File: src/pkg/atr_cfg.svh
// offsets, field positions and reset values of the timer register block
// assumes: included by bare name from package and design files
`ifndef ATR_CFG_SVH
`define ATR_CFG_SVH

// ----------------------------------------
// register offsets
// ----------------------------------------
`define ATR_OFS_IRQ_EN 8'h70
`define ATR_OFS_FLAGS 8'h37
`define ATR_OFS_CTRL1 8'hb0
`define ATR_OFS_CTRL2 8'hb1
`define ATR_OFS_COUNT 8'hb2
`define ATR_OFS_MATCH_A 8'hb3
`define ATR_OFS_MATCH_B 8'hb4
`define ATR_OFS_ASYNC 8'hb6

// ----------------------------------------
// field positions
// ----------------------------------------
`define ATR_C2_FORCE_A 7
`define ATR_C2_FORCE_B 6
`define ATR_C2_WMU 3
`define ATR_C2_PS_HI 2
`define ATR_C2_PS_LO 0
`define ATR_C1_OMA_HI 7
`define ATR_C1_OMA_LO 6
`define ATR_C1_OMB_HI 5
`define ATR_C1_OMB_LO 4
`define ATR_C1_WML_HI 1
`define ATR_C1_WML_LO 0
`define ATR_AS_EXT 6
`define ATR_AS_SEL 5
`define ATR_BUSY_CNT 4
`define ATR_BUSY_A 3
`define ATR_BUSY_B 2
`define ATR_BUSY_C1 1
`define ATR_BUSY_C2 0
`define ATR_IRQ_MB 2
`define ATR_IRQ_MA 1
`define ATR_IRQ_OV 0

// ----------------------------------------
// values
// ----------------------------------------
`define ATR_RST_8 8'h00
`define ATR_CNT_MAX 8'hff
`define ATR_CNT_BOTTOM 8'h00
`define ATR_PS_MASK_8 10'h007
`define ATR_PS_MASK_32 10'h01f
`define ATR_PS_MASK_64 10'h03f
`define ATR_PS_MASK_128 10'h07f
`define ATR_PS_MASK_256 10'h0ff
`define ATR_PS_MASK_1024 10'h3ff
`define ATR_PS_W 10

`endif

File: src/pkg/atr_pkg.sv
// types shared by the timer register block
// assumes: atr_cfg.svh on the include path
`default_nettype none
package atr_pkg;
  `include "atr_cfg.svh"

  typedef enum logic [1:0] {OM_OFF, OM_TOGGLE, OM_CLEAR, OM_SET} atr_out_mode_t;

  typedef enum logic [1:0] {WK_NORMAL, WK_CTC, WK_FAST, WK_PHASE} atr_wave_kind_t;

  typedef enum logic [2:0] {PS_STOP, PS_DIV1, PS_DIV8, PS_DIV32, PS_DIV64, PS_DIV128,
                            PS_DIV256, PS_DIV1024} atr_prescale_t;
endpackage : atr_pkg
`default_nettype wire

File: src/hw/atr_prescaler.sv
// clock prescaler: divides the source enable down to the timer tick
// assumes: src_en is a one-cycle pulse per source clock period
`timescale 1ns/1ps
`default_nettype none
`include "atr_cfg.svh"
module atr_prescaler #(
  parameter int PS_W = `ATR_PS_W
) (
  input wire logic clk,
  input wire logic rstn,
  input wire logic src_en,
  input wire atr_pkg::atr_prescale_t sel,
  output logic tick
);
  import atr_pkg::*;

  // refuse a divider too short for the longest ratio
  if (PS_W < `ATR_PS_W)
  begin : g_width_chk
    $error("prescaler too narrow for divide by 1024");
  end

  logic [PS_W-1:0] div_q;
  logic [PS_W-1:0] div_d;
  logic [PS_W-1:0] mask;

  // ----------------------------------------
  // divider chain
  // ----------------------------------------
  always_comb
  begin
    div_d = src_en ? div_q + 1'b1 : div_q;
  end

  always_ff @(posedge clk or negedge rstn)
  begin
    if (!rstn)
      div_q <= '0;
    else
      div_q <= div_d;
  end

  // ----------------------------------------
  // tap select
  // ----------------------------------------
  // select division tap
  always_comb
  begin
    mask = '0;
    case (sel)
      PS_DIV8: mask = PS_W'(`ATR_PS_MASK_8);
      PS_DIV32: mask = PS_W'(`ATR_PS_MASK_32);
      PS_DIV64: mask = PS_W'(`ATR_PS_MASK_64);
      PS_DIV128: mask = PS_W'(`ATR_PS_MASK_128);
      PS_DIV256: mask = PS_W'(`ATR_PS_MASK_256);
      PS_DIV1024: mask = PS_W'(`ATR_PS_MASK_1024);
      default: mask = '0;
    endcase
    tick = src_en && (sel != PS_STOP) && ((div_q & mask) == mask);
  end
endmodule : atr_prescaler
`default_nettype wire

File: src/hw/atr_timer2.sv
// 8-bit timer/counter with two compare channels and its registers
// assumes: one clock; oscillator pin sampled as a plain input
// Summary of operation
// - force bit A forces match on output A
// - forced match sets no flag, no clear
// - force bit B behaves like A
// - force bits read zero, non-PWM only
// - reserved bits always read zero; CTRL1 bits 3:2 are stored and read back as written
// - prescale select picks stop or divide ratio
// - counter read/write; write blocks next match
// - compare values continuously checked against counter
// - enable bits gate flags to interrupt requests
// - compare flags set on match, cleared two ways
// - overflow flag; in phase PWM set at bottom turn, in fast PWM at top
// - external clock buffer versus crystal oscillator
// - async select picks io or oscillator clock
// - switching clock source needs register rewrite
// - async count write holds busy until transfer
// - mode bits select normal, ctc, fast, phase
//
// Local design decision: strobed register access.
`timescale 1ns/1ps
`default_nettype none
`include "atr_cfg.svh"
module atr_timer2 (
  input wire logic clk,
  input wire logic rstn,
  input wire logic [7:0] addr,
  input wire logic [7:0] wdata,
  input wire logic wr,
  input wire logic rd,
  output logic [7:0] rdata,
  input wire logic global_irq_en,
  input wire logic [2:0] vec_ack,
  input wire logic timer_osc_pin,
  output logic wave_out_a,
  output logic wave_out_a_oe,
  output logic wave_out_b,
  output logic wave_out_b_oe,
  output logic osc_amp_en,
  output logic ext_clk_buf_en,
  output logic irq_overflow,
  output logic irq_match_a,
  output logic irq_match_b
);
  import atr_pkg::*;

  // ----------------------------------------
  // state
  // ----------------------------------------
  logic [7:0] c1_q, c1_d, c1l_q, c1l_d;
  logic [3:0] c2_q, c2_d, c2l_q, c2l_d;
  logic [7:0] ma_q, ma_d, mal_q, mal_d;
  logic [7:0] mb_q, mb_d, mbl_q, mbl_d;
  logic [7:0] cnt_q, cnt_d, pend_q, pend_d;
  logic [4:0] busy_q, busy_d;
  logic ext_q, ext_d, asel_q, asel_d;
  logic [2:0] ien_q, ien_d, flg_q, flg_d;
  logic up_q, up_d, blk_q, blk_d;
  logic wa_q, wa_d, wb_q, wb_d;
  logic [7:0] rdata_q, rdata_d;
  logic osc_s1_q, osc_s2_q, osc_s3_q;

  logic src_en, tick;
  logic w_c1, w_c2, w_ma, w_mb, w_cnt, w_ien, w_flg, w_as;
  logic [7:0] top;
  atr_wave_kind_t kind;
  logic top_a, non_pwm, at_top, at_bot, hit_a, hit_b, frc_a, frc_b;
  logic [2:0] set_f, clr_f;

  // ----------------------------------------
  // oscillator pin and prescaler
  // ----------------------------------------
  // two-stage sync before edge use
  always_ff @(posedge clk or negedge rstn)
  begin
    if (!rstn)
    begin
      osc_s1_q <= 1'b0;
      osc_s2_q <= 1'b0;
      osc_s3_q <= 1'b0;
    end
    else
    begin
      osc_s1_q <= timer_osc_pin;
      osc_s2_q <= osc_s1_q;
      osc_s3_q <= osc_s2_q;
    end
  end

  assign src_en = asel_q ? (osc_s2_q & ~osc_s3_q) : 1'b1;

  atr_prescaler #(
    .PS_W(`ATR_PS_W)
  ) u_ps (
    .clk(clk),
    .rstn(rstn),
    .src_en(src_en),
    .sel(atr_prescale_t'(c2l_q[`ATR_C2_PS_HI:`ATR_C2_PS_LO])),
    .tick(tick)
  );

  // buffer only when async, crystal only without ext
  assign ext_clk_buf_en = ext_q & asel_q;
  assign osc_amp_en = ~ext_q;

  // ----------------------------------------
  // mode decode
  // ----------------------------------------
  // three mode bits to kind and top
  always_comb
  begin
    top_a = c2l_q[`ATR_C2_WMU];
    case (c1l_q[`ATR_C1_WML_HI:`ATR_C1_WML_LO])
      2'b01: kind = WK_PHASE;
      2'b10: kind = WK_CTC;
      2'b11: kind = WK_FAST;
      default: kind = WK_NORMAL;
    endcase
    // reserved codes fall back to normal (top 0xff) or ctc (top match A)
    if (kind == WK_NORMAL || kind == WK_CTC)
      top_a = (kind == WK_CTC);
    top = top_a ? mal_q : `ATR_CNT_MAX;
    non_pwm = (kind == WK_NORMAL) || (kind == WK_CTC);
    at_top = (cnt_q == top);
    at_bot = (cnt_q == `ATR_CNT_BOTTOM);
  end

  // ----------------------------------------
  // bus decode
  // ----------------------------------------
  always_comb
  begin
    w_c1 = wr && (addr == `ATR_OFS_CTRL1);
    w_c2 = wr && (addr == `ATR_OFS_CTRL2);
    w_ma = wr && (addr == `ATR_OFS_MATCH_A);
    w_mb = wr && (addr == `ATR_OFS_MATCH_B);
    w_cnt = wr && (addr == `ATR_OFS_COUNT);
    w_ien = wr && (addr == `ATR_OFS_IRQ_EN);
    w_flg = wr && (addr == `ATR_OFS_FLAGS);
    w_as = wr && (addr == `ATR_OFS_ASYNC);
    frc_a = w_c2 && wdata[`ATR_C2_FORCE_A] && non_pwm;
    frc_b = w_c2 && wdata[`ATR_C2_FORCE_B] && non_pwm;
    // match blocked after a count write
    hit_a = tick && !blk_q && (cnt_q == mal_q);
    hit_b = tick && !blk_q && (cnt_q == mbl_q);
  end

  // ----------------------------------------
  // waveform output step
  // ----------------------------------------
  function automatic logic wave_step(input logic cur, input atr_out_mode_t m,
                                     input atr_wave_kind_t k, input logic hit,
                                     input logic frc, input logic wrap,
                                     input logic up, input logic tog_ok);
    logic v;
    v = cur;
    case (k)
      WK_FAST:
      begin
        if (m == OM_CLEAR)
          v = hit ? 1'b0 : (wrap ? 1'b1 : cur);
        else if (m == OM_SET)
          v = hit ? 1'b1 : (wrap ? 1'b0 : cur);
        else if (m == OM_TOGGLE && tog_ok && hit)
          v = ~cur;
      end
      WK_PHASE:
      begin
        if (hit && m == OM_CLEAR)
          v = ~up;
        else if (hit && m == OM_SET)
          v = up;
        else if (hit && m == OM_TOGGLE && tog_ok)
          v = ~cur;
      end
      default:
      begin
        if (hit || frc)
        begin
          case (m)
            OM_TOGGLE: v = ~cur;
            OM_CLEAR: v = 1'b0;
            OM_SET: v = 1'b1;
            default: v = cur;
          endcase
        end
      end
    endcase
    return v;
  endfunction : wave_step

  // ----------------------------------------
  // next state
  // ----------------------------------------
  always_comb
  begin
    c1_d = c1_q;
    c2_d = c2_q;
    ma_d = ma_q;
    mb_d = mb_q;
    c1l_d = c1l_q;
    c2l_d = c2l_q;
    mal_d = mal_q;
    mbl_d = mbl_q;
    cnt_d = cnt_q;
    pend_d = pend_q;
    busy_d = busy_q;
    ext_d = ext_q;
    asel_d = asel_q;
    ien_d = ien_q;
    up_d = up_q;
    blk_d = blk_q;
    set_f = '0;
    clr_f = '0;

    // counting sequence
    if (tick)
    begin
      blk_d = 1'b0;
      case (kind)
        WK_PHASE:
        begin
          if (up_q && at_top)
          begin
            up_d = 1'b0;
            cnt_d = cnt_q - 1'b1;
          end
          else if (!up_q && at_bot)
          begin
            up_d = 1'b1;
            cnt_d = cnt_q + 1'b1;
          end
          else
            cnt_d = up_q ? cnt_q + 1'b1 : cnt_q - 1'b1;
        end
        WK_NORMAL:
          cnt_d = cnt_q + 1'b1;
        default:
        begin
          up_d = 1'b1;
          cnt_d = at_top ? `ATR_CNT_BOTTOM : cnt_q + 1'b1;
        end
      endcase
      // overflow at max, top, or bottom turn
      case (kind)
        WK_PHASE: set_f[`ATR_IRQ_OV] = !up_q && at_bot;
        WK_FAST: set_f[`ATR_IRQ_OV] = at_top;
        default: set_f[`ATR_IRQ_OV] = (cnt_q == `ATR_CNT_MAX);
      endcase
    end
    // forced strobes never reach the flags
    set_f[`ATR_IRQ_MA] = hit_a;
    set_f[`ATR_IRQ_MB] = hit_b;

    // register writes; async ones wait in the shadow
    if (w_c1)
      c1_d = wdata;
    if (w_c2)
      c2_d = wdata[`ATR_C2_WMU:`ATR_C2_PS_LO];
    if (w_ma)
      ma_d = wdata;
    if (w_mb)
      mb_d = wdata;
    if (w_ien)
      ien_d = wdata[`ATR_IRQ_MB:`ATR_IRQ_OV];
    // order of ext and async writes left to software
    if (w_as)
    begin
      ext_d = wdata[`ATR_AS_EXT];
      asel_d = wdata[`ATR_AS_SEL];
    end
    if (w_flg)
      clr_f = wdata[`ATR_IRQ_MB:`ATR_IRQ_OV];
    clr_f = clr_f | vec_ack;

    if (!asel_q)
    begin
      if (w_cnt)
      begin
        cnt_d = wdata;
        blk_d = 1'b1;
      end
      c1l_d = c1_d;
      c2l_d = c2_d;
      mal_d = ma_d;
      mbl_d = mb_d;
      busy_d = '0;
    end
    else
    begin
      // transfer on the next oscillator edge
      if (src_en)
      begin
        if (busy_q[`ATR_BUSY_CNT])
        begin
          cnt_d = pend_q;
          blk_d = 1'b1;
        end
        c1l_d = c1_q;
        c2l_d = c2_q;
        mal_d = ma_q;
        mbl_d = mb_q;
        busy_d = '0;
      end
      if (w_cnt)
        pend_d = wdata;
      busy_d = busy_d | {w_cnt, w_ma, w_mb, w_c1, w_c2};
    end
  end

  assign flg_d = (flg_q & ~clr_f) | set_f;

  always_comb
  begin
    wa_d = wave_step(wa_q, atr_out_mode_t'(c1l_q[`ATR_C1_OMA_HI:`ATR_C1_OMA_LO]), kind,
                     hit_a, frc_a, tick && at_top, up_q, top_a);
    wb_d = wave_step(wb_q, atr_out_mode_t'(c1l_q[`ATR_C1_OMB_HI:`ATR_C1_OMB_LO]), kind,
                     hit_b, frc_b, tick && at_top, up_q, 1'b0);
  end

  // ----------------------------------------
  // read mux
  // ----------------------------------------
  // reserved and force bits read zero except CTRL1 bits 3:2, which read back as written
  always_comb
  begin
    rdata_d = '0;
    if (rd)
    begin
      case (addr)
        `ATR_OFS_CTRL1: rdata_d = c1_q;
        `ATR_OFS_CTRL2: rdata_d = {4'h0, c2_q};
        `ATR_OFS_MATCH_A: rdata_d = ma_q;
        `ATR_OFS_MATCH_B: rdata_d = mb_q;
        `ATR_OFS_COUNT: rdata_d = cnt_q;
        `ATR_OFS_IRQ_EN: rdata_d = {5'h00, ien_q};
        `ATR_OFS_FLAGS: rdata_d = {5'h00, flg_q};
        `ATR_OFS_ASYNC: rdata_d = {1'b0, ext_q, asel_q, busy_q};
        default: rdata_d = '0;
      endcase
    end
  end

  // ----------------------------------------
  // registers
  // ----------------------------------------
  // no scrubbing on a source switch
  always_ff @(posedge clk or negedge rstn)
  begin
    if (!rstn)
    begin
      c1_q <= `ATR_RST_8;
      c1l_q <= `ATR_RST_8;
      c2_q <= '0;
      c2l_q <= '0;
      ma_q <= `ATR_RST_8;
      mal_q <= `ATR_RST_8;
      mb_q <= `ATR_RST_8;
      mbl_q <= `ATR_RST_8;
      cnt_q <= `ATR_RST_8;
      pend_q <= `ATR_RST_8;
      busy_q <= '0;
      ext_q <= 1'b0;
      asel_q <= 1'b0;
      ien_q <= '0;
      flg_q <= '0;
      up_q <= 1'b1;
      blk_q <= 1'b0;
      wa_q <= 1'b0;
      wb_q <= 1'b0;
      rdata_q <= `ATR_RST_8;
    end
    else
    begin
      c1_q <= c1_d;
      c1l_q <= c1l_d;
      c2_q <= c2_d;
      c2l_q <= c2l_d;
      ma_q <= ma_d;
      mal_q <= mal_d;
      mb_q <= mb_d;
      mbl_q <= mbl_d;
      cnt_q <= cnt_d;
      pend_q <= pend_d;
      busy_q <= busy_d;
      ext_q <= ext_d;
      asel_q <= asel_d;
      ien_q <= ien_d;
      flg_q <= flg_d;
      up_q <= up_d;
      blk_q <= blk_d;
      wa_q <= wa_d;
      wb_q <= wb_d;
      rdata_q <= rdata_d;
    end
  end

  // ----------------------------------------
  // outputs
  // ----------------------------------------
  assign rdata = rdata_q;
  assign wave_out_a = wa_q;
  assign wave_out_b = wb_q;
  assign wave_out_a_oe = (c1l_q[`ATR_C1_OMA_HI:`ATR_C1_OMA_LO] != OM_OFF);
  assign wave_out_b_oe = (c1l_q[`ATR_C1_OMB_HI:`ATR_C1_OMB_LO] != OM_OFF);
  assign irq_overflow = global_irq_en & ien_q[`ATR_IRQ_OV] & flg_q[`ATR_IRQ_OV];
  assign irq_match_a = global_irq_en & ien_q[`ATR_IRQ_MA] & flg_q[`ATR_IRQ_MA];
  assign irq_match_b = global_irq_en & ien_q[`ATR_IRQ_MB] & flg_q[`ATR_IRQ_MB];
endmodule : atr_timer2
`default_nettype wire

File: config.mk
export PLATFORM = sky130hd
export DESIGN_NAME = atr_timer2
export DESIGN_NICKNAME = d
export VERILOG_FILES = /design/src/pkg/atr_pkg.sv /design/src/hw/atr_prescaler.sv /design/src/hw/atr_timer2.sv
export VERILOG_INCLUDE_DIRS = /design/src /design/src/pkg
export SDC_FILE = /design/constraint.sdc
export NUM_CORES = 1
export LEC_CHECK = 0
export BUFFER_PORTS_ARGS = -buffer_cell sky130_fd_sc_hd__buf_4
export CAP_MARGIN = 15
export CORE_UTILIZATION = 55
export DETAILED_ROUTE_END_ITERATION = 7
export HOLD_SLACK_MARGIN = 0.15
export PLACE_DENSITY = 0.75
export RECOVER_POWER = 25
export SETUP_SLACK_MARGIN = 0.4
export SLEW_MARGIN = 20
export SYNTH_ARGS = -nofsm -noshare
export SYNTH_HDL_FRONTEND = slang
export SYNTH_HIERARCHICAL = 1
export SYNTH_SLANG_ARGS = --single-unit
File: constraint.sdc
create_clock -name clk -period 4.67 [get_ports clk]
set_clock_uncertainty 0.15 [all_clocks]
set_input_delay 0.7005 -clock clk [delete_from_list [all_inputs] [get_ports clk]]
set_output_delay 0.7005 -clock clk [all_outputs]
set_load 0.01 [all_outputs]
==> flow_summary_export.csv, run 1 <==
group,metric,value,unit
detailed_routing,drcViolationCount,0,
synth,syn-num-nets,640,
synth,yosysUniqueCellTypes,83,
final_layout,final_cell_mix,"dfrtp_1, nand2_1, buf_4, mux2_2, nor2_1",
clock_network,cts_resized,0,
detailed_routing,post_drt_wl_per_cell,20.7,um
floorplanning,io_pins,42,
floorplanning,die_x,106,um
clock_network,clkTransAtPathRegs,0.10,ns
floorplanning,initial_utilization,57.4,%
flow_run,drv_cap,0,
detailed_routing,drt_iter0_markers,414,
clock_network,cts_sinks,108,
critical_path,cp_max_fo,24,
critical_path,crit_required,4.80,ns
synth,synth_area_leader_cell,"dfrtp_1",
power,p_leak,2.86,nW
final_layout,area_delta_synth_final,9.37,%
timing,rsz0062_at_grt,"no",
critical_path,startpoint_type,"register",
floorplanning,core-area,10400,um^2
timing,fmax,285,MHz
floorplanning,dieArea,11300,um^2
power,ir_drop,305,uV
synth,synth.area.top_cells,"dfrtp_1, mux2_2, nand2_1",
timing,setup_viol,0,
critical_path,r2r_slack,1.16,ns
timing,fin_crit,3.51,ns
clock_network,ctsHoldBuffers,0,
global_routing,grt_pass1_vias,4822,
synth,yosys.area.top_type_share,44.8,%
global_routing,grt_antenna_before_repair,0,
synth,synth_cells,610,
timing,hold_viol,0,
power,powerDensity,374,nW/um^2
clock_network,h-tree-depth,3,
floorplanning,row_count,37,
critical_path,critPathKind,"register to register",
clock_network,cts_setup_buffers,0,
critical_path,arrival,3.64,ns
detailed_routing,viasPerCell,6.34,
clock_network,numCtsBuffers,9,
timing,fin_crit_sh,75.2,%
detailed_routing,dr_total_vias,4910,
timing,slew_headroom,32.1,%
place,io_buffer_count,41,
outcome,run_status,"finished, final reports clean",
synth,synth-seq-cells,108,
synth,ys_warn_count,6,
timing,tightest_slew,1.01,ns
global_routing,grt_pass1_wl,25500,um
synth,yosysSeqAreaShare,45.2,%
floorplanning,fp.dieH,106,um
global_routing,overflow,0,
clock_network,cts_root_buffer,"clkbuf_8",
synth,synth_area_per_cell,9.81,um^2
detailed_routing,drt_first_pass_iters,7,
global_routing,grt.total_usage,29.8,%
final_layout,utilization,62.8,%
place,gp_congestion,0.920,
critical_path,crit_path_end_kind,"register",
final_layout,nets,663,
timing,finalMaxSlewViolations,0,
final_layout,drive_gt1_share,21.5,%
synth,async_flop_share,100,%
global_routing,grt_max_degree,70,
detailed_routing,drt_wl_total,16100,um
final_layout,layout_commonest_cell,"dfrtp_1",
place,hpwlAfterDp,11400,um
hold_path,holdCritPathClass,"primary input to asynchronous set/reset pin",
final_layout,num_antenna_cells,0,
timing,setup_tns,0,ns
detailed_routing,drtAntennaViolNets,0,
final_layout,nFillCells,897,
synth,synth_ff_type,"dfrtp_1",
synth,synth_area,5980,um^2
clock_network,cts_buffer_depth,2,
clock_network,cts_tree,"built",
synth,synth_edf_count,0,
clock_network,clk-insertion-delay-late,0.40,ns
==> Yosys cell counts (3+ instances only) <==
master,instances
dfrtp_1,107
nand2_1,99
mux2_2,45
nor2_1,38
nand3_1,30
clkbuf_1,25
a31oi_1,20
o21ai_0,19
a22oi_1,15
a21oi_1,14
inv_1,12
xnor2_1,12
nor2b_1,11
and3_1,10
o21a_1,8
nand4_1,7
o22ai_1,7
xor2_1,7
mux2i_1,6
nor3_1,6
buf_6,5
ha_1,5
a21boi_0,4
nand2b_1,4
nand3b_1,4
nor4_1,4
a22o_1,3
a311oi_1,3
and2_1,3
buf_2,3
mux4_2,3
o211ai_1,3
o21ai_1,3
o31ai_1,3
or2_2,3
==> where the power goes <==
part           leakage, nW  switching, W  internal (W)
clock network       0.0959      0.000331      0.000264
registers             1.44      0.000193       0.00104
logic                 1.32      0.000348      0.000271
total                 2.86      0.000872       0.00158
==> layout make-up <==
type	instances	area, um^2	area share, %
tap	136	170	2.60
sequential	108	2710	41.3
clock inverter	5	58.8	0.899
clock buffer	11	141	2.16
multi-input combinational	451	3050	46.6
inverter	15	57.6	0.880
timing repair buffer	48	360	5.51
==> path summary, 6_finish.rpt <==
check / startpoint / end / cells after the start
max in group asynchronous: rstn / mb_q[2]$_DFF_PN0_ / 2
min reg2reg: osc_s2_q$_DFF_PN0_ / osc_s3_q$_DFF_PN0_ / 0
max: osc_s3_q$_DFF_PN0_ / wave_out_a$_DFFE_PN0P_ / 13
min in group clk: osc_s2_q$_DFF_PN0_ / osc_s3_q$_DFF_PN0_ / 0
max reg2reg: osc_s3_q$_DFF_PN0_ / wave_out_a$_DFFE_PN0P_ / 13
min: rstn / cnt_q[4]$_DFF_PN0_ / 1
==> through the flow <==
| step | hold WS (ns) | setup slack [ns] | power [W] | cell area [um^2] | cells |
|---|---|---|---|---|---|
| final | 0.268 | 1.16 | 0.00245 | 6540 | 774 |
| after global routing | 0.273 | 0.863 | 0.00256 | 6540 | 774 |
| after CTS | 0.249 | 1.17 | 0.00244 | 6540 | 774 |
| after detailed placement | 0.251 | 1.23 | 0.00185 | 6340 | 758 |
| after global placement | 0.230 | 1.43 | 0.00183 | 6340 | 758 |
| after floorplan | 0.181 | 1.41 | 0.00166 | 5980 | 610 |
==> worst max-delay path, cell delays in order, from the launching register on <==
cell	delay, ns
dfrtp_1	0.42
nand2b_1	0.17
nand2_1	0.21
nand2_1	0.10
a311oi_1	0.27
o22a_1	0.19
buf_4	0.26
nand2_1	0.10
a2111oi_0	0.35
nor3b_2	0.42
o21ai_0	0.15
a21oi_1	0.16
o21ai_0	0.11
mux2_1	0.31
==> state kept, by name (all words and copies together) (netlist names), 3 cells and up, named ones only <==
name        cells
mb_q            8
c1_q            6
c2_q            4
mbl_q           8
rdata           8
c2l_q           4
u_ps/div_q     10
ma_q            8
cnt_q           8
ien_q           3
c1l_q           6
pend_q          8
busy_q          5
mal_q           8
flg_q           3
==> routing by layer <==
| metal | global-route usage (%) | up-vias | wire, um |
|---|---|---|---|
| met5 | 0 | - | 0 |
| met4 | 9.82 | 0 | 326 |
| met3 | 8.95 | 32 | 1290 |
| met2 | 46.3 | 190 | 7570 |
| met1 | 39.7 | 2436 | 6870 |
| li1 | - | 2252 | - |
==> cell families (layout without fill, tap and decap cells) <==
kind of cell    after synthesis  after routing  share of synthesized area [%]
simple gates                240            240                           20.1
flops                       108            108                           45.2
xor+xnor                     20             20                           3.05
buf+inv                      51             79                           4.06
compound gates              130            130                           15.5
mux                          56             56                           11.0
fa+ha+maj                     5              5                           1.05
(Power assumes the default switching activity.)
==> run 2, diff against run 1 <==
--- a/config.mk
+++ b/config.mk
@@ -6,12 +6,13 @@
 export SDC_FILE = /design/constraint.sdc
 export NUM_CORES = 1
 export LEC_CHECK = 0
+export ABC_AREA = 1
 export BUFFER_PORTS_ARGS = -buffer_cell sky130_fd_sc_hd__buf_4
 export CAP_MARGIN = 15
 export CORE_UTILIZATION = 55
 export DETAILED_ROUTE_END_ITERATION = 7
 export HOLD_SLACK_MARGIN = 0.15
-export PLACE_DENSITY = 0.75
+export PLACE_DENSITY = 0.77
 export RECOVER_POWER = 25
 export SETUP_SLACK_MARGIN = 0.4
 export SLEW_MARGIN = 20
==> constraint.sdc (replaced) <==
create_clock -name clk -period 2.97 [get_ports clk]
set_clock_uncertainty 0.15 [all_clocks]
set_input_delay 0.4455 -clock clk [delete_from_list [all_inputs] [get_ports clk]]
set_output_delay 0.4455 -clock clk [all_outputs]
set_load 0.01 [all_outputs]
==> run 2 against run 1 <==
Against the previous run:
- largest power group unchanged
- critical path depth is 10 higher
- count of clock-buffer cells in the layout shrank 1
- largest cell class unchanged
- flip-flop and latch count did not move
- synthesized cell count rose by 34%
- sequential share of layout area decreased by 4.0 points
- register-to-register slack worse by 0.99 ns
- cell count is 32% higher
- combinational power increased by 91%
- critical path type unchanged
- core utilization rose by 3.3 points
- critical endpoint is now wave_out_b$_DFFE_PN0P_
- final area increased by 11%
- non-clock buffer count increased by 24
- global-route usage grew 4.6 points
==> flow_summary_export.csv, run 2 <==
group,metric,value,unit
outcome,run_status,"finished, final reports clean",
critical_path,startpoint_type,"register",
floorplanning,dieArea,11700,um^2
power,p_leak,3.36,nW
timing,tightest_slew,1.35,ns
place,gp_congestion,0.952,
timing,fmax,357,MHz
synth,synth_mux_area_share,0.181,%
hold_path,holdCritPathClass,"primary input to register",
detailed_routing,drt_wl_total,19000,um
timing,fin_crit_sh,94.3,%
synth,yosys.area.top_type_share,43.0,%
clock_network,cts_buffer_depth,2,
critical_path,arrival,2.89,ns
clock_network,cts_tree,"built",
global_routing,grt.total_usage,34.4,%
timing,fin_crit,2.80,ns
synth,synth_xor_area_share,2.11,%
synth,ys_warn_count,6,
synth,synth_compound_area_share,15.6,%
global_routing,grt_pass1_vias,5757,
synth,synth_edf_count,0,
clock_network,clkTransAtPathRegs,0.07,ns
floorplanning,core-area,10900,um^2
floorplanning,initial_utilization,56.9,%
synth,synth_top_family_by_area,"simple AND/OR/NAND/NOR gates",
detailed_routing,drcViolationCount,0,
synth,synth.area.top_cells,"dfrtp_1, nand2_1, inv_1",
detailed_routing,drt_first_pass_iters,6,
critical_path,crit_path_end_kind,"register",
detailed_routing,dr_total_vias,6028,
power,powerDensity,591,nW/um^2
final_layout,utilization,66.1,%
critical_path,reg2regPathDepth,23,
place,hpwlAfterDp,13800,um
timing,rsz0062_at_grt,"yes",
final_layout,nets,910,
synth,synth_fa_ha_area_share,1.01,%
synth,synth_area_per_cell,7.60,um^2
synth,synth_area,6220,um^2
timing,hold_viol,0,
floorplanning,row_count,38,
synth,async_flop_share,100,%
clock_network,h-tree-depth,3,
floorplanning,die_x,108,um
synth,yosysUniqueCellTypes,47,
timing,holdWs,0.169,ns
detailed_routing,drtAntennaViolNets,0,
final_layout,layout_commonest_cell,"nand2_1",
critical_path,crit_required,3.06,ns
synth,synth-seq-cells,108,
timing,finalMaxSlewViolations,0,
global_routing,grt_pass1_wl,30200,um
critical_path,critPathKind,"register to register",
timing,setup_viol,0,
flow_run,drv_cap,0,
synth,synth_area_leader_cell,"dfrtp_1",
final_layout,largest_reg_flops,10,
synth,synth_cells,819,
synth,synth_commonest_cells,"nand2_1, dfrtp_1, inv_1",
clock_network,numCtsBuffers,9,
clock_network,cts_root_buffer,"clkbuf_16",
synth,synth_ff_type,"dfrtp_1",
synth,yosysSeqAreaShare,43.5,%
synth,syn-num-nets,849,
power,power,0.00427,W
detailed_routing,post_drt_wl_per_cell,18.5,um
final_layout,largest-register,"u_ps/div_q",
critical_path,cp_max_fo,3,
timing,slew_headroom,10.1,%
final_layout,num_antenna_cells,0,
synth,synth-simple-area-share,28.2,%
clock_network,clk-insertion-delay-late,0.36,ns
floorplanning,fp.dieH,108,um
global_routing,overflow,0,
power,ir_drop,455,uV
global_routing,grt_antenna_before_repair,0,
hold_path,whs_path_depth,2,
final_layout,final_cell_mix,"nand2_1, dfrtp_1, inv_1, buf_4, nor2_1",
global_routing,grt_max_degree,57,
clock_network,cts_sinks,108,
timing,layout_setup_ws,0.170,ns
final_layout,drive_gt1_share,19.1,%
place,io_buffer_count,41,
final_layout,nFillCells,933,
floorplanning,io_pins,42,
final_layout,area_delta_synth_final,16.3,%
detailed_routing,viasPerCell,5.88,
synth,synth_most_common_cell,"nand2_1",
detailed_routing,drt_iter0_markers,613,
place,dp_slack,0.00795,ns
[run 2: report_power, final]
part,leakage (nW),switching (W),internal (W)
combinational,1.82,0.000751,0.000426
clock,0.150,0.000588,0.000672
sequential,1.39,0.000222,0.00162
total,3.36,0.00156,0.00271
[run 2: cell type report]
| class | count | area (um^2) | share of cell area, % |
|---|---|---|---|
| Inverter | 122 | 465 | 6.44 |
| Timing Repair Buffer | 72 | 578 | 7.99 |
| Sequential cell | 108 | 2700 | 37.4 |
| Clock inverter | 6 | 81.3 | 1.12 |
| Multi-Input combinational cell | 567 | 3000 | 41.5 |
| Clock buffer | 10 | 229 | 3.17 |
| Tap cell | 140 | 175 | 2.42 |
[run 2: what timing repair did]
action / 4_1_cts / 5_1_grt
setup buffers: 15 / 5
hold endpoints to repair: 53 / 0
hold buffers: 2 / 0
setup endpoints to repair: 2 / 3
pin swaps: 3 / 15
resized for setup: 4 / 28
[run 2: routing by layer]
metal,global-route usage (%),vias to the layer above,wire [um]
met2,54.8,303,8980
met1,46.6,2889,7930
li1,-,2793,-
met5,0,-,0
met4,12.4,0,558
met3,6.93,43,1510
[run 2: path summary, 6_finish.rpt]
kind | from | endpoint | slack [ns]
max in group asynchronous | rstn | up_q$_DFFE_PN1P_ | 0.94
min in group asynchronous | rstn | cnt_q[2]$_DFF_PN0_ | 0.79
hold / removal | vec_ack[1] | flg_q[1]$_DFF_PN0_ | 0.17
setup / recovery | osc_s3_q$_DFF_PN0_ | wave_out_b$_DFFE_PN0P_ | 0.17
hold reg to reg | osc_s2_q$_DFF_PN0_ | osc_s3_q$_DFF_PN0_ | 0.25
setup reg to reg | osc_s3_q$_DFF_PN0_ | wave_out_b$_DFFE_PN0P_ | 0.17
[run 2: through the flow]
step           TNS (ns)  instance area (um^2)  cells
2_1_floorplan         0                  6250    819
3_3_place_gp          0                  6680    987
6_report              0                  7230   1025
4_1_cts               0                  7130   1020
5_1_grt         -0.0316                  7230   1025
3_5_place_dp          0                  6680    987
[run 2: logic make-up after synthesis]
group,count (synthesis)
AND/OR/NAND/NOR,395
AO/OA/AOI/OAI,151
buffers and inverters,144
flip-flops,108
XOR/XNOR,15
adder cells (fa/ha/maj),5
multiplexers,1
[run 2: worst max-delay path: stages, from the launching register on]
cell	delay (ns)
dfrtp_1	0.40
nor2_4	0.14
nor2_4	0.05
inv_4	0.07
nand2_4	0.05
nor2_4	0.11
nand2_1	0.06
nand2_1	0.08
nand2_2	0.07
nor2_4	0.13
inv_4	0.05
nor2_4	0.08
o21ai_1	0.07
nor2_1	0.12
nand4_1	0.18
inv_2	0.15
ha_4	0.15
inv_4	0.03
o21ai_2	0.13
inv_2	0.06
o21ai_1	0.15
nand2_4	0.09
nand3_2	0.08
nand2_1	0.05
==> run 3, diff against run 2 <==
--- a/config.mk
+++ b/config.mk
@@ -12,7 +12,7 @@
 export CORE_UTILIZATION = 55
 export DETAILED_ROUTE_END_ITERATION = 7
 export HOLD_SLACK_MARGIN = 0.15
-export PLACE_DENSITY = 0.77
+export PLACE_DENSITY = 0.75
 export RECOVER_POWER = 25
 export SETUP_SLACK_MARGIN = 0.4
 export SLEW_MARGIN = 20
==> constraint.sdc (replaced) <==
create_clock -name clk -period 2.6 [get_ports clk]
set_clock_uncertainty 0.15 [all_clocks]
set_input_delay 0.39 -clock clk [delete_from_list [all_inputs] [get_ports clk]]
set_output_delay 0.39 -clock clk [all_outputs]
set_load 0.01 [all_outputs]
==> run 3 against run 2 <==
Against the previous run:
- sequential share of layout area down 0.93 points
- largest power group unchanged
- sequential power up 14%
- critical path type unchanged
- the run now ends with max-capacitance violations, max-slew violations, negative setup slack left
- highest routed layer unchanged
- routed wire length up 6.1%
- flip-flop and latch count unchanged
- die area unchanged
- count of clock-buffer cells in the layout unchanged
- critical path depth unchanged
- non-clock buffer count up 17
==> flow_summary_export.csv, run 3 (synthesized netlist as in run 2, its figures left out) <==
group,metric,value,unit
outcome,run_status,"complete, but fails checks",
outcome,violations,"max-capacitance violations, max-slew violations, negative setup slack",
place,gp_congestion,0.997,
timing,fmax,361,MHz
critical_path,crit_path_end_kind,"register",
critical_path,reg2regPathDepth,23,
floorplanning,row_count,38,
detailed_routing,dr_total_vias,6108,
final_layout,nFillCells,916,
timing,hold_viol,0,
timing,setup_viol,11,
global_routing,grt_pass1_wl,31700,um
global_routing,grt_max_degree,45,
detailed_routing,drt_first_pass_iters,5,
global_routing,grt_pass1_vias,5900,
critical_path,startpoint_type,"register",
detailed_routing,drt_iter0_markers,567,
critical_path,cp_slowest_cell,"dfrtp_1",
clock_network,cts_buffer_depth,2,
critical_path,critPathKind,"register to register",
floorplanning,initial_utilization,56.9,%
detailed_routing,viasPerCell,5.87,
clock_network,cts_root_buffer,"clkbuf_16",
clock_network,clkTransAtPathRegs,0.07,ns
critical_path,rr_endpoint,"wave_out_b$_DFFE_PN0P_",
detailed_routing,drtAntennaViolNets,0,
final_layout,largest-register,"u_ps/div_q",
clock_network,clk-insertion-delay-late,0.35,ns
place,hpwlAfterDp,14700,um
critical_path,crit_path_start,"osc_s3_q$_DFF_PN0_",
timing,tightest_slew,1.69,ns
final_layout,regArea,2710,um^2
power,p_leak,3.44,nW
critical_path,rr_startpoint,"osc_s3_q$_DFF_PN0_",
place,io_buffer_count,41,
place,dpl_cell_area,6790,um^2
timing,rsz0062_at_grt,"yes",
clock_network,cts_tree,"built",
critical_path,crit_path_end,"wave_out_b$_DFFE_PN0P_",
timing,fin_crit_sh,107,%
critical_path,critical_path.max_stage_delay,0.40,ns
clock_network,numCtsBuffers,9,
final_layout,drive_gt1_share,20.9,%
critical_path,cp_max_fo,3,
floorplanning,fp.dieH,108,um
final_layout,area_delta_synth_final,19.4,%
timing,fin_crit,2.77,ns
timing,layout_setup_ws,-0.173,ns
floorplanning,core-area,10900,um^2
final_layout,layout_commonest_cell,"nand2_1",
floorplanning,die_x,108,um
final_layout,num_antenna_cells,0,
final_layout,multi_input_area,3030,um^2
floorplanning,io_pins,42,
critical_path,arrival,2.87,ns
final_layout,largest_reg_flops,10,
critical_path,r2r_slack,-0.17,ns
global_routing,overflow,0,
critical_path,crit_required,2.69,ns
global_routing,grt_antenna_before_repair,0,
timing,finalMaxSlewViolations,30,
power,ir_drop,456,uV
final_layout,nets,927,
clock_network,cts_sinks,108,
detailed_routing,drt_wl_total,20100,um
hold_path,holdCritPathClass,"primary input to register",
critical_path,crit_chain,"nor2_4 > nor2_4 > inv_2 > nand2_4 > nor2_4 > nand2_2 > nand2_1 > nand2_1 > nor2_2 > inv_2 > nor2_2 > o21ai_1 > nor2_1 > nand4_1 > inv_2 > ha_4 > inv_2 > o21ai_1 > inv_1 > a21oi_2 > nand2_1 > nand3_1 > nand2_1",
detailed_routing,drcViolationCount,0,
floorplanning,dieArea,11700,um^2
final_layout,final_cell_mix,"nand2_1, dfrtp_1, inv_1, buf_4, nor2_1",
clock_network,h-tree-depth,3,
power,powerDensity,676,nW/um^2
flow_run,drv_cap,1,
timing,slew_headroom,-12.5,%
detailed_routing,post_drt_wl_per_cell,19.3,um
place,dp_slack,-0.143,ns
global_routing,grt.total_usage,36.3,%
final_layout,fin_area,7430,um^2
==> run 3: cell types whose count changed in the layout (fill, tap and decap cells not counted), sizes merged <==
cell,previous run,this run
dlygate4sd3,2,7
clkbuf,14,13
bufinv,1,2
clkinv,4,2
buf,66,79
inv,123,122
clkinvlp,0,1
==> run 3: through the flow <==
stage               power, W  TNS (ns)  std cells  hold slack (ns)  util (%)
floorplan            0.00302    -0.185        819          -0.0556         -
global placement     0.00341         0       1000            0.188      62.0
detailed placement   0.00345    -0.143       1000            0.192      62.0
CTS                  0.00498   -0.0790       1037            0.151      67.4
global route         0.00526     -6.03       1041            0.208      67.9
finish               0.00502     -1.29       1041            0.155      67.9
==> run 3: per-layer routing <==
metal | wire (um) | GRT usage, % | part of all wire, %
met1 | 8770 | 49.0 | 44
met2 | 9190 | 58.4 | 46
met3 | 1420 | 6.81 | 7.1
met4 | 756 | 13.3 | 3.8
met5 | 0 | 0 | 0
==> run 3: repair_timing <==
item	CTS	global route
buffers inserted	14	4
pin swaps	30	23
endpoints found under the setup margin	5	15
gates resized for setup	27	13
endpoints found under the hold margin	31	0
cloned	1	0
hold buffers	7	0
==> run 3: final cells by class <==
| class | count | share of cell area [%] |
|---|---|---|
| clock inverters | 5 | 1.15 |
| clock buffers | 10 | 3.08 |
| flip-flops and latches | 108 | 36.5 |
| well taps | 140 | 2.36 |
| inverters | 122 | 6.20 |
| repair buffers | 89 | 9.96 |
| multi-input cells | 567 | 40.8 |
==> run 3: how the worst min path moves through the flow <==
stage | from | end | slack [ns] | depth (start not counted)
after floorplan | rstn | asynchronous set/reset pin | -0.06 | 0
after detailed placement | osc_s1_q$_DFF_PN0_ | osc_s2_q$_DFF_PN0_ | 0.19 | 0
after CTS | wdata[3] | c2_q[3]$_DFF_PN0_ | 0.15 | 3
after global placement | osc_s1_q$_DFF_PN0_ | osc_s2_q$_DFF_PN0_ | 0.19 | 0
final | wdata[3] | c2_q[3]$_DFF_PN0_ | 0.15 | 3
after global routing | rd | rdata[3]$_DFF_PN0_ | 0.21 | 3
==> run 3: report_power, final <==
| part | switching (W) | total, W | internal (W) | leakage (nW) |
|---|---|---|---|---|
| sequential | 0.000243 | 0.00209 | 0.00185 | 1.38 |
| clock | 0.000644 | 0.00149 | 0.000846 | 0.149 |
| combinational | 0.000905 | 0.00143 | 0.000529 | 1.91 |
| total | 0.00179 | 0.00502 | 0.00322 | 3.44 |
==> run 3: worst max-delay path, delay by kind of cell (launching register included) <==
family                     cells  cell delay (ns)
and+or+nand+nor               14             1.28
DFF                            1             0.40
buffers and inverters          5             0.40
AOI/OAI and AO/OA              3             0.30
adders and majority gates      1             0.13
